===== src/ocd_pkg.sv =====
// Contract
// - aes mode code selects exactly one mode
// - top info bit selects aes decrypt key
// - ccm/gcm key class from class2 key select
// - class2 aes mac only with confidentiality class1
// - class2 aes with class1 ccm/gcm errors
// - des modes exclusive, 80h adds parity check
// - hash codes plain, hmac, secret_prefix_mac, precomputed pads
// - crc base codes plus option bits
// - kasumi f8, f9 and gsm codes
// - snow codes f8 and f9
// - zuc codes cipher and auth engines
// - rng commands checked against handle instantiation
// - instantiate records prediction and test mode
// - generate with prediction reseeds or errors
// - reseed/uninstantiate ignore prediction bit
// - test bit must match handle mode
// - handle zero test mode allows nontest request
// - instantiate test bit selects deterministic mode
// - operation type decode into four classes
// - protocol waits for pending fifo stores
// - protocol start clears output data fifo
// - only handles zero and one exist
// - algorithm low 24 bits go to mode
// - protocol id and info fields extracted
package ocd_pkg;
  localparam logic [4:0] CMD_OPERATION = 5'h10;
  localparam int CT_HI = 31;
  localparam int CT_LO = 27;
  localparam int OT_HI = 26;
  localparam int OT_LO = 24;
  localparam int ALG_HI = 23;
  localparam int ALG_LO = 16;
  localparam int INFO_HI = 12;
  localparam int INFO_LO = 4;
  localparam int C2K_BIT = 13;
  localparam int AS_HI = 3;
  localparam int AS_LO = 2;
  localparam int PR_BIT = 1;
  localparam int TST_BIT = 0;
  localparam int SH_HI = 5;
  localparam int SH_LO = 4;
  localparam int MODE_HI = 23;
  localparam int PINFO_HI = 15;
  localparam logic [2:0] OT_UNI = 3'h0;
  localparam logic [2:0] OT_ACC = 3'h1;
  localparam logic [2:0] OT_C1 = 3'h2;
  localparam logic [2:0] OT_C2 = 3'h4;
  localparam logic [2:0] OT_DEC = 3'h6;
  localparam logic [2:0] OT_ENC = 3'h7;
  localparam logic [7:0] ALG_AES = 8'h10;
  localparam logic [7:0] ALG_DES = 8'h20;
  localparam logic [7:0] ALG_3DES = 8'h21;
  localparam logic [7:0] ALG_MD5 = 8'h40;
  localparam logic [7:0] ALG_SHA_LAST = 8'h47;
  localparam logic [7:0] ALG_RNG = 8'h50;
  localparam logic [7:0] ALG_SNOW8 = 8'h60;
  localparam logic [7:0] ALG_KAS = 8'h70;
  localparam logic [7:0] ALG_CRC = 8'h90;
  localparam logic [7:0] ALG_SNOW9 = 8'hA0;
  localparam logic [7:0] ALG_ZUC_CIPHER_ENGINE = 8'hB0;
  localparam logic [7:0] ALG_ZUC_AUTH_ENGINE = 8'hC0;
  localparam logic [7:0] AES_CMAC = 8'h60;
  localparam logic [7:0] AES_XCBC = 8'h70;
  localparam logic [7:0] AES_CCM = 8'h80;
  localparam logic [7:0] AES_GCM = 8'h90;
  localparam logic [7:0] AES_LAST = 8'hE0;
  localparam logic [7:0] DES_CBC = 8'h10;
  localparam logic [7:0] DES_OFB = 8'h40;
  localparam logic [7:0] DES_PARITY = 8'h80;
  localparam logic [7:0] HASH_HMAC = 8'h01;
  localparam logic [7:0] HASH_SECRET_PREFIX_MAC = 8'h02;
  localparam logic [7:0] HASH_PRE = 8'h04;
  localparam logic [7:0] CRC_802 = 8'h01;
  localparam logic [7:0] CRC_3385 = 8'h02;
  localparam logic [7:0] CRC_CUST = 8'h04;
  localparam logic [7:0] CRC_IVZ = 8'h80;
  localparam logic [7:0] CODE_F8 = 8'hC0;
  localparam logic [7:0] CODE_F9 = 8'hC8;
  localparam logic [7:0] KAS_GSM = 8'h10;
  localparam logic [1:0] AS_GEN = 2'h0;
  localparam logic [1:0] AS_INST = 2'h1;
  localparam logic [1:0] AS_RESEED = 2'h2;
  localparam logic [1:0] AS_UNINST = 2'h3;
  localparam int NUM_HANDLES = 2;
  localparam logic [1:0] HANDLE_LAST = 2'h1;
  typedef enum logic [2:0] {
    OCD_K_NONE, OCD_K_PROTO, OCD_K_C1, OCD_K_C2, OCD_K_ACC, OCD_K_BAD
  } ocd_kind_t;
endpackage


===== src/ocd_rng_check.sv =====
module ocd_rng_check (
  input wire logic i_mclk,
  input wire logic i_rst,
  input wire logic i_go,
  input wire logic [1:0] i_cmd,
  input wire logic [1:0] i_handle,
  input wire logic i_pr,
  input wire logic i_tst,
  output logic o_done,
  output logic o_err,
  output logic o_test_err,
  output logic o_reseed_first,
  output logic [1:0] o_inst,
  output logic [1:0] o_det
);
  typedef struct packed {
    logic [1:0] inst;
    logic [1:0] pr_ok;
    logic [1:0] det;
    logic done;
    logic err;
    logic terr;
    logic rsf;
  } ocd_rng_st_t;
  ocd_rng_st_t s_q, s_d;
  logic h;
  logic bad_h, known, match;
  always_comb begin
    s_d = s_q;
    h = i_handle[0];
    bad_h = i_handle > ocd_pkg::HANDLE_LAST;
    known = s_q.inst[h];
    // handle zero test mode lets a nontest request through
    match = (s_q.det[h] == i_tst)
      || (!h && s_q.det[h] && !i_tst);
    s_d.done = 1'b0;
    s_d.err = 1'b0;
    s_d.terr = 1'b0;
    s_d.rsf = 1'b0;
    if (i_go) begin
      s_d.done = 1'b1;
      if (bad_h) begin
        s_d.err = 1'b1;
      end else if (i_cmd == ocd_pkg::AS_INST) begin
        if (known) begin
          s_d.err = 1'b1;
        end else begin
          s_d.inst[h] = 1'b1;
          s_d.pr_ok[h] = i_pr;
          s_d.det[h] = i_tst;
        end
      end else if (!known) begin
        s_d.err = 1'b1;
      end else if (!match) begin
        s_d.terr = 1'b1;
      end else if (i_cmd == ocd_pkg::AS_GEN) begin
        if (i_pr && !s_q.pr_ok[h]) begin
          s_d.err = 1'b1;
        end else begin
          s_d.rsf = i_pr;
        end
      end else if (i_cmd == ocd_pkg::AS_UNINST) begin
        s_d.inst[h] = 1'b0; // prediction bit ignored
        s_d.pr_ok[h] = 1'b0;
        s_d.det[h] = 1'b0;
      end
    end
  end
  always_ff @(posedge i_mclk) begin
    if (i_rst) begin
      s_q <= '0;
    end else begin
      s_q <= s_d;
    end
  end
  assign o_done = s_q.done;
  assign o_err = s_q.err;
  assign o_test_err = s_q.terr;
  assign o_reseed_first = s_q.rsf;
  assign o_inst = s_q.inst;
  assign o_det = s_q.det;
endmodule


===== src/ocd_decoder.sv =====
module ocd_decoder (
  input wire logic i_mclk,
  input wire logic i_rst,
  input wire logic i_cmd_valid,
  input wire logic [31:0] i_cmd_word,
  input wire logic i_store_pending,
  input wire logic i_c1_active_aes,
  input wire logic [7:0] i_c1_active_code,
  output logic o_cmd_ready,
  output logic o_done,
  output logic o_error,
  output logic o_test_error,
  output logic [2:0] o_kind,
  output logic [7:0] o_accel_alg,
  output logic [23:0] o_mode_word,
  output logic o_mode_load,
  output logic o_aes_decrypt_key_select,
  output logic o_aes_use_class2_key,
  output logic o_des_parity_check,
  output logic o_crc_zero_initial_value,
  output logic o_kas_gsm,
  output logic o_auth_engine,
  output logic [7:0] o_protocol_identifier,
  output logic [15:0] o_protocol_info_field,
  output logic o_out_fifo_clear,
  output logic o_rng_reseed_first,
  output logic [1:0] o_handle_instantiated
);
  // ****************************************
  // decode helpers
  // ****************************************
  function automatic logic is_hash(input logic [7:0] alg);
    is_hash = alg >= ocd_pkg::ALG_MD5 && alg <= ocd_pkg::ALG_SHA_LAST;
  endfunction
  function automatic logic f8f9_ok(input logic [7:0] code);
    f8f9_ok = code == ocd_pkg::CODE_F8 || code == ocd_pkg::CODE_F9;
  endfunction
  function automatic logic aes_ccm_gcm(input logic [7:0] code);
    aes_ccm_gcm = code == ocd_pkg::AES_CCM || code == ocd_pkg::AES_GCM;
  endfunction

  typedef enum logic [1:0] {
    ST_IDLE, ST_WAIT_STORE, ST_RNG, ST_RNG_WAIT
  } ocd_st_t;
  typedef struct packed {
    ocd_st_t st;
    logic ready;
    logic done;
    logic err;
    logic [2:0] kind;
    logic [7:0] alg;
    logic [23:0] mode;
    logic load;
    logic dk;
    logic c2k;
    logic par;
    logic crc_zero_initial_value;
    logic gsm;
    logic auth;
    logic [7:0] pid;
    logic [15:0] pinfo;
    logic fclr;
    logic [31:0] hold;
  } ocd_dec_st_t;
  ocd_dec_st_t s_q, s_d;

  logic [4:0] command_type_field;
  logic [2:0] otype;
  logic [7:0] alg, code;
  logic dk_bit, c2k;
  logic code_ok;
  logic rng_go, rng_done, rng_err, rng_terr, rng_rsf;
  logic [1:0] rng_inst;
  logic [31:0] w;

  ocd_rng_check u_rng (
    .i_mclk(i_mclk),
    .i_rst(i_rst),
    .i_go(rng_go),
    .i_cmd(s_q.hold[ocd_pkg::AS_HI:ocd_pkg::AS_LO]),
    .i_handle(s_q.hold[ocd_pkg::SH_HI:ocd_pkg::SH_LO]),
    .i_pr(s_q.hold[ocd_pkg::PR_BIT]),
    .i_tst(s_q.hold[ocd_pkg::TST_BIT]),
    .o_done(rng_done),
    .o_err(rng_err),
    .o_test_err(rng_terr),
    .o_reseed_first(rng_rsf),
    .o_inst(rng_inst),
    .o_det()
  );

  // ****************************************
  // algorithm code check
  // ****************************************
  always_comb begin
    w = i_cmd_word;
    command_type_field = w[ocd_pkg::CT_HI:ocd_pkg::CT_LO];
    otype = w[ocd_pkg::OT_HI:ocd_pkg::OT_LO];
    alg = w[ocd_pkg::ALG_HI:ocd_pkg::ALG_LO];
    dk_bit = w[ocd_pkg::INFO_HI];
    code = w[ocd_pkg::INFO_HI-1:ocd_pkg::INFO_LO];
    c2k = w[ocd_pkg::C2K_BIT];
    code_ok = 1'b0;
    case (alg)
      ocd_pkg::ALG_AES: begin
        // one low-nibble-zero code only
        code_ok = code[3:0] == 4'h0 && code <= ocd_pkg::AES_LAST;
        if (otype == ocd_pkg::OT_C2) begin
          code_ok = code == ocd_pkg::AES_CMAC
            || code == ocd_pkg::AES_XCBC;
          if (i_c1_active_aes && (aes_ccm_gcm(i_c1_active_code)
              || i_c1_active_code >= ocd_pkg::AES_CMAC)) begin
            code_ok = 1'b0;
          end
        end
        if (c2k && !aes_ccm_gcm(code)) begin
          code_ok = 1'b0;
        end
      end
      ocd_pkg::ALG_DES, ocd_pkg::ALG_3DES: begin
        code_ok = !dk_bit && code[3:0] == 4'h0
          && code[6:0] >= ocd_pkg::DES_CBC
          && code[6:0] <= ocd_pkg::DES_OFB;
      end
      ocd_pkg::ALG_CRC: begin
        code_ok = !dk_bit && (code[3:0] == ocd_pkg::CRC_802[3:0]
          || code[3:0] == ocd_pkg::CRC_3385[3:0]
          || code[3:0] == ocd_pkg::CRC_CUST[3:0]);
      end
      ocd_pkg::ALG_KAS: begin
        code_ok = !dk_bit && (f8f9_ok(code)
          || f8f9_ok(code & ~ocd_pkg::KAS_GSM));
      end
      ocd_pkg::ALG_SNOW8, ocd_pkg::ALG_SNOW9: begin
        code_ok = !dk_bit && f8f9_ok(code);
      end
      ocd_pkg::ALG_ZUC_CIPHER_ENGINE, ocd_pkg::ALG_ZUC_AUTH_ENGINE: begin
        code_ok = !dk_bit && f8f9_ok(code);
      end
      ocd_pkg::ALG_RNG: begin
        code_ok = 1'b1;
      end
      default: begin
        code_ok = !dk_bit && is_hash(alg)
          && (code == 8'h00 || code == ocd_pkg::HASH_HMAC
          || code == ocd_pkg::HASH_SECRET_PREFIX_MAC || code == ocd_pkg::HASH_PRE);
      end
    endcase
  end

  // ****************************************
  // command sequencing
  // ****************************************
  always_comb begin
    s_d = s_q;
    s_d.done = 1'b0;
    s_d.load = 1'b0;
    s_d.fclr = 1'b0;
    rng_go = 1'b0;
    case (s_q.st)
      ST_IDLE: begin
        s_d.ready = 1'b1;
        if (i_cmd_valid && s_q.ready) begin
          s_d.hold = w;
          s_d.err = 1'b0;
          s_d.alg = alg;
          if (command_type_field != ocd_pkg::CMD_OPERATION) begin
            s_d.kind = ocd_pkg::OCD_K_BAD;
            s_d.err = 1'b1;
            s_d.done = 1'b1;
          end else begin
            case (otype)
              ocd_pkg::OT_UNI, ocd_pkg::OT_DEC, ocd_pkg::OT_ENC: begin
                s_d.kind = ocd_pkg::OCD_K_PROTO;
                s_d.ready = 1'b0;
                s_d.st = ST_WAIT_STORE;
              end
              ocd_pkg::OT_C1, ocd_pkg::OT_C2: begin
                s_d.kind = otype == ocd_pkg::OT_C1 ? ocd_pkg::OCD_K_C1
                  : ocd_pkg::OCD_K_C2;
                if (alg == ocd_pkg::ALG_RNG
                    && otype == ocd_pkg::OT_C1) begin
                  s_d.ready = 1'b0;
                  s_d.st = ST_RNG;
                end else begin
                  s_d.done = 1'b1;
                  s_d.err = !code_ok;
                  s_d.load = code_ok;
                  s_d.mode = w[ocd_pkg::MODE_HI:0];
                  s_d.dk = alg == ocd_pkg::ALG_AES && dk_bit;
                  s_d.c2k = alg == ocd_pkg::ALG_AES && c2k;
                  s_d.par = code[7];
                  s_d.crc_zero_initial_value = code[7];
                  s_d.gsm = code[4];
                  s_d.auth = code[3];
                end
              end
              ocd_pkg::OT_ACC: begin
                s_d.kind = ocd_pkg::OCD_K_ACC;
                s_d.done = 1'b1;
                s_d.load = 1'b1;
                s_d.mode = w[ocd_pkg::MODE_HI:0];
              end
              default: begin
                s_d.kind = ocd_pkg::OCD_K_BAD;
                s_d.err = 1'b1;
                s_d.done = 1'b1;
              end
            endcase
          end
        end
      end
      ST_WAIT_STORE: begin
        if (!i_store_pending) begin
          s_d.fclr = 1'b1;
          s_d.pid = s_q.hold[ocd_pkg::ALG_HI:ocd_pkg::ALG_LO];
          s_d.pinfo = s_q.hold[ocd_pkg::PINFO_HI:0];
          s_d.done = 1'b1;
          s_d.ready = 1'b1;
          s_d.st = ST_IDLE;
        end
      end
      ST_RNG: begin
        rng_go = 1'b1;
        s_d.st = ST_RNG_WAIT;
      end
      ST_RNG_WAIT: begin
        if (rng_done) begin
          s_d.done = 1'b1;
          s_d.err = rng_err;
          s_d.ready = 1'b1;
          s_d.st = ST_IDLE;
        end
      end
      default: begin
        s_d.st = ST_IDLE;
      end
    endcase
  end

  always_ff @(posedge i_mclk) begin
    if (i_rst) begin
      s_q <= '0;
    end else begin
      s_q <= s_d;
    end
  end

  logic terr_q;
  logic rsf_q;
  always_ff @(posedge i_mclk) begin
    if (i_rst) begin
      terr_q <= 1'b0;
      rsf_q <= 1'b0;
    end else begin
      terr_q <= rng_done && rng_terr;
      rsf_q <= rng_done && rng_rsf;
    end
  end

  assign o_cmd_ready = s_q.ready;
  assign o_done = s_q.done;
  assign o_error = s_q.err;
  assign o_test_error = terr_q;
  assign o_kind = s_q.kind;
  assign o_accel_alg = s_q.alg;
  assign o_mode_word = s_q.mode;
  assign o_mode_load = s_q.load;
  assign o_aes_decrypt_key_select = s_q.dk;
  assign o_aes_use_class2_key = s_q.c2k;
  assign o_des_parity_check = s_q.par;
  assign o_crc_zero_initial_value = s_q.crc_zero_initial_value;
  assign o_kas_gsm = s_q.gsm;
  assign o_auth_engine = s_q.auth;
  assign o_protocol_identifier = s_q.pid;
  assign o_protocol_info_field = s_q.pinfo;
  assign o_out_fifo_clear = s_q.fclr;
  assign o_rng_reseed_first = rsf_q;
  assign o_handle_instantiated = rng_inst;
endmodule


===== config.mk =====
export PLATFORM = sky130hd
export DESIGN_NAME = ocd_decoder
export DESIGN_NICKNAME = d
export VERILOG_FILES = /design/src/ocd_pkg.sv /design/src/ocd_rng_check.sv /design/src/ocd_decoder.sv
export SDC_FILE = /design/constraint.sdc
export NUM_CORES = 1
export LEC_CHECK = 0
export ABC_AREA = 1
export BUFFER_PORTS_ARGS = -buffer_cell sky130_fd_sc_hd__buf_2
export CELL_PAD_IN_SITES_DETAIL_PLACEMENT = 0
export CELL_PAD_IN_SITES_GLOBAL_PLACEMENT = 1
export CORE_UTILIZATION = 30
export CTS_BUF_LIST = sky130_fd_sc_hd__clkbuf_8
export DETAILED_ROUTE_END_ITERATION = 10
export PLACE_DENSITY = 0.66
export SLEW_MARGIN = 10
export SYNTH_ARGS = -nofsm -noshare
export SYNTH_HDL_FRONTEND = slang
export SYNTH_SLANG_ARGS = --single-unit
export TNS_END_PERCENT = 20

===== constraint.sdc =====
create_clock -name i_mclk -period 1.9 [get_ports i_mclk]
set_input_delay 0 -clock i_mclk [delete_from_list [all_inputs] [get_ports i_mclk]]
set_output_delay 0 -clock i_mclk [all_outputs]
set_load 0.02 [all_outputs]

Yosys cells after proc, flatten, opt, wreduce, memory -nomap -nowiden
Cells that the tools add are included.
{ "word_totals": {"elab_cells": 224, "regBits": 107, "in_bits": 45} }
{ "classes": {"order_cmp": 9, "reduce_logical": 70, "n_bitwise": 16, "mux": 56, "eq_ne": 47} }
{ "ops": {"columns": ["cell", "n"], "rows": [
  ["equality test 8 bit, second input constant", 10],
  ["2-to-1 mux 31 bit", 2],
  ["one-hot mux 25 bit (2 select lines)", 1],
  ["2-to-1 mux 47 bit", 1],
  ["2-to-1 mux 6 bit", 7],
  ["equality test 8 x 7 -> 1 bit, second input constant", 5],
  ["2-to-1 mux 1 bit", 24],
  ["logical AND 1 bit", 22],
  ["equality test 8 x 6 -> 1 bit, second input constant", 2],
  ["greater-or-equal comparator 8 x 7 -> 1 bit, second input constant", 2],
  ["equality test 7 bit, second input constant", 2],
  ["logical OR 1 bit", 13],
  ["OR reduction 4 bit", 3],
  ["inverter 1 bit", 11],
  ["2-to-1 mux 5 bit", 2],
  ["inequality test 2 bit, second input constant", 5],
  ["AND reduction 5 bit", 2],
  ["nonzero test 2 bit", 5],
  ["equality test 3 bit, second input constant", 3],
  ["one-hot mux 3 bit (3 select lines)", 1],
  ["equality test 8 x 1 -> 1 bit, second input constant", 1],
  ["equality test 8 x 2 -> 1 bit, second input constant", 1],
  ["equality test 8 x 3 -> 1 bit, second input constant", 1],
  ["equality test 8 x 5 -> 1 bit, second input constant", 1],
  ["46 further kinds", 71]
]} }

Logic depth before layout (Yosys ltp)
{ "depth": {"ltp_word": 14, "mapped_depth": 13, "depth_no_buf": 13} }

By module
A second synthesis with hierarchy kept.
{ "unflattened": {"hier_cells": 682, "area_unflattened_um2": 4822.1} }
{ "modules_own_cells": {"columns": ["mod", "cells_each", "area_each_um2", "seq_area_each_um2", "instances"], "rows": [
  ["ocd_decoder", 573, 4147.7, 1781.7, 1],
  ["ocd_rng_check", 109, 674.4, 200.2, 1]
]} }

Worst setup path before layout
Ideal clock, no wire load.
{ "synth_timing": {"path_kind": "reg-to-reg", "from": "register s_q (netlist bit o_cmd_ready)", "to": "register s_q (netlist bit o_mode_word[4])", "path_slack_ns": 0.251, "path_stages_with_launch": 11, "period_less_slack_ns": 1.649, "setup_time_ns": 0.138, "required_ns": 1.762, "n_path_buf": 1, "arrival_ns": 1.512, "path_cell_list": "dfxtp_1 -> nand2_1 -> nor3_4 -> inv_2 -> nor2_4 -> inv_4 -> nor2_8 -> nand2_8 -> buf_4 -> nand2_1 -> a21oi_2"} }
{ "synth_between": {"elab_chain_cells": 2} }
{ "synth_rtl": {"columns": ["item", "line", "rtl"], "rows": [
  ["start, declared", "ocd_decoder.sv:65", "ocd_dec_st_t s_q, s_d;"],
  ["start signal, assigned", "ocd_decoder.sv:243", "s_q <= '0;"],
  ["start signal, assigned", "ocd_decoder.sv:245", "s_q <= s_d;"],
  ["logical AND 1 bit", "ocd_decoder.sv:163", "if (i_cmd_valid && s_q.ready) begin"],
  ["AND reduction 5 bit (no line)", null, null]
]} }
No other way between the ends.
A chain may end at the register's enable or synchronous reset.

Final worst setup path
{ "layout_timing": {"from": "input port i_cmd_word[16]", "to": "register s_q (netlist bit o_mode_word[6])"} }
{ "layout_between": {"elab_chain_cells": 4} }
{ "layout_rtl": {"columns": ["item", "line", "rtl"], "rows": [
  ["start, declared", "ocd_decoder.sv:5", "input wire logic [31:0] i_cmd_word,"],
  ["equality test 8 x 7 -> 1 bit", "ocd_decoder.sv:181", "if (alg == ocd_pkg::ALG_RNG"],
  ["logical AND 1 bit", "ocd_decoder.sv:182", "&& otype == ocd_pkg::OT_C1) begin"],
  ["inequality test 2 bit (no line)", null, null],
  ["AND reduction 5 bit (no line)", null, null]
]} }
No other way between the ends.

==> impl_results.md <==
- Fin nets: 754
- Cell Chain, Critical Path: dlygate4sd3_1 > buf_2 > inv_1 > nand2_1 > nor2_2 > nand2_1 > inv_2 > nand3_2 > clkinv_4 > nand2_4 > nand2_8 > buf_6 > nand2_1 > a21oi_2
- Ys flop type: dfxtp_1
- GRT Util Overall: 15.3%
- Leading area contributor after synthesis: dfxtp_1
- FF+latch count, synth: 99
- Vias in the first global route: 3759
- Most used cell along the critical path: nand2_1
- WP data arrival: 2050 ps
- RSZ-0062 raised after global routing: false
- Leakage power: 2.42 nW
- Vias per cell: 4.37
- Routed WL: 12.2 mm
- End of the worst register-to-register path: u_rng.o_det[0]$_SDFFE_PP0P_
- Clock root buffer: clkbuf_8
- Initial DRC count: 237
- Drt wl/cell: 13.2 µm
- Post-Layout Cell Count: 924
- Core area: 15400 µm²
- Ys Warns: 0
- Finish-stage setup viols: 0
- R2R depth: 10
- IO Pins: 119
- Mapped cell area: 4820 µm²
- Standard-cell rows: 45
- Die X: 129 µm
- Max IR drop VDD: 0.301 mV
- CTS Sinks: 99
- Multi-input combinational cell area: 1920 µm²
- Hold Startpoint: i_store_pending
- Crit path kind: input port to flop
- Min cycle time layout: 1730 ps
- Routability Congestion: 0.848
- CTS tree: yes
- Largest net degree at the start of global routing: 58
- Clock insertion delay at the later pin of the skew report: 380 ps
- Antenna diode count: 0
- Final hold vios: 0
- Initial antenna violation count: 0
- Period utilisation layout: 91.3%
- First-pass GRT wire length: 19.6 mm
- Total number of vias: 4041
- EDFF count, synth: 0
- Fin Setup TNS: 0 ps
- Worst-margin pin slew: 519 ps
- DIE HEIGHT: 129 µm
- Grt total ovfl: 0
- Area Overhead vs Synth: 14.5%
- Max frequency: 576 MHz
- Synth Net Count: 684
- DRC viols: 0
- FILL cells: 1667
- Clk_skew: 10.8 ps
- Input/output buffers: 113
- Initial Util: 31.3%
- Synth Instances: 639
- Worst r2r src: s_q[4]$_SDFFE_PP0P_
- Die area: 16600 µm²
- Seq/Total Area, Yosys: 41.1%
- DP HPWL: 8.94 mm
- Hold path cells: 5
- Dominant cells by area after synthesis: dfxtp_1 (41%), buf_4 (9.8%), nand2_1 (7.3%), o21ai_0 (6.7%), a21oi_1 (6.5%)
- Drt pass-1 iters: 5
- Maximum clock insertion buffer count: 2
- Count leader, synth: dfxtp_1
- Async S/R FF share, synth: 0%
- WP data required: 2210 ps
- Placed insts: 883
- Crit path launch type: input port
- Most instantiated cells after synthesis: dfxtp_1 (99), nand2_1 (94), inv_1 (66)
- Share of post-route cells with drive strength above 1: 28.2%
- CTS Buf Count: 9
- Maximum capacitance violations: 0
- Hold Path Class: input port to flop
- Top cell type's share of synthesized area: 41.1%
- Max-slew violation count: 0
- R2r setup slk: 250 ps
- CP endpoint kind: flop
- Slowest stage delay, CP: 540 ps
- Post-route ant nets: 0
- Slew HR: 65.4%
- Register area: 1980 µm²
- Max stage delay cell, worst path: dlygate4sd3_1
- Distinct cells, synth: 37
- H-tree Lvls: 3
- Crit-path max FO: 20
- Avg Inst Size Synth: 7.55 µm²
- Status: complete, no violations
- Pwr dens: 686 nW/µm²
- WHS Endpoint: s_q[102]$_SDFFE_PP0P_
- Clk slew on worst S/H paths: 100 ps
-- per-stage QoR --
stage          util, %  setup slack (ps)  total power, mW  cell area, µm²  hold slack [ps]
2_1_floorplan        -               251             2.42            4820             92.1
4_1_cts           35.8               113             3.85            5520             46.2
3_5_place_dp      33.0               152             2.55            5090              271
5_1_grt           35.8              4.65             3.98            5520             94.4
6_report          35.8               165             3.79            5520             67.3
3_3_place_gp      33.0               162             2.55            5090              269
-- registers in the layout, indices dropped and copies added (netlist names), 2 cells and up, named ones only --
name,cells
o_protocol_identifier,8
s_q,18
u_rng.s_q,2
o_accel_alg,8
o_mode_word,24
o_kind,3
u_rng.o_det,2
o_protocol_info_field,16
-- worst max-delay path by stage --
stage                                  start  slack, ps  depth (start not counted)                          end
floorplan           o_cmd_ready$_SDFFE_PP0P_        250                         10  o_mode_word[4]$_SDFFE_PP0P_
global placement         s_q[4]$_SDFFE_PP0P_        160                         10  u_rng.o_det[0]$_SDFFE_PP0P_
detailed placement       s_q[4]$_SDFFE_PP0P_        150                         10  u_rng.o_det[0]$_SDFFE_PP0P_
CTS                           i_cmd_word[17]        110                         14  o_mode_word[6]$_SDFFE_PP0P_
global route             s_q[4]$_SDFFE_PP0P_          5                         10  u_rng.o_det[0]$_SDFFE_PP0P_
finish                        i_cmd_word[16]        170                         14  o_mode_word[6]$_SDFFE_PP0P_
-- power breakdown --
part	switching [mW]	internal [mW]	total [mW]
clock	0.743	0.501	1.24
combinational	0.249	0.145	0.394
sequential	0.0345	2.12	2.15
total	1.03	2.76	3.79
-- placed cells by master (no fill, tap or decap), drive strengths merged, types with 2 or more instances in the layout --
cell type / Yosys / layout
dfxtp: 99 / 99
nand3: 23 / 23
o21ai: 65 / 65
buf: 68 / 120
nor4: 2 / 2
dlygate4sd3: 0 / 26
o211ai: 2 / 2
nand4: 3 / 3
clkbuf: 18 / 10
a21oi: 83 / 83
a31oi: 4 / 4
clkinv: 2 / 5
nand2: 120 / 120
nor3: 5 / 5
a21boi: 2 / 2
inv: 72 / 74
nor2: 66 / 66
-- layout make-up --
class	instances	area share, %
tap	211	4.78
clock buffer	10	2.49
timing repair buffer	146	16.2
inverter	74	5.30
sequential	99	35.9
clock inverter	5	0.521
multi-input combinational	379	34.8
-- critical path: cells and delay by family --
family	cells	cell delay (ps)
compound gates	1	140
buf+inv	6	1170
simple gates	7	720
-- per-layer routing --
| layer | wire length (µm) | GRT usage, % | vias up | part of all wire [%] |
|---|---|---|---|---|
| met5 | 0 | 0 | - | 0 |
| met4 | 131 | 4.98 | 0 | 1.1 |
| met3 | 678 | 3.74 | 12 | 5.6 |
| met1 | 6290 | 21.9 | 1810 | 52 |
| li1 | - | - | 2119 | - |
| met2 | 5080 | 22.2 | 100 | 42 |
-- repair_timing --
item / 4_1_cts / 5_1_grt
gates resized for setup: 0 / 3
hold endpoints to repair: 56 / 0
setup endpoints to repair: 0 / 19
hold buffers: 26 / 0
setup buffers: 0 / 0
-- kinds of logic after synthesis --
family / share of synthesized area (%)
AO/OA/AOI/OAI: 18.4
AND/OR/NAND/NOR: 21.5
buffers and inverters: 19.1
flip-flops: 41.1
No activity file was read; power rests on OpenSTA's default activity.
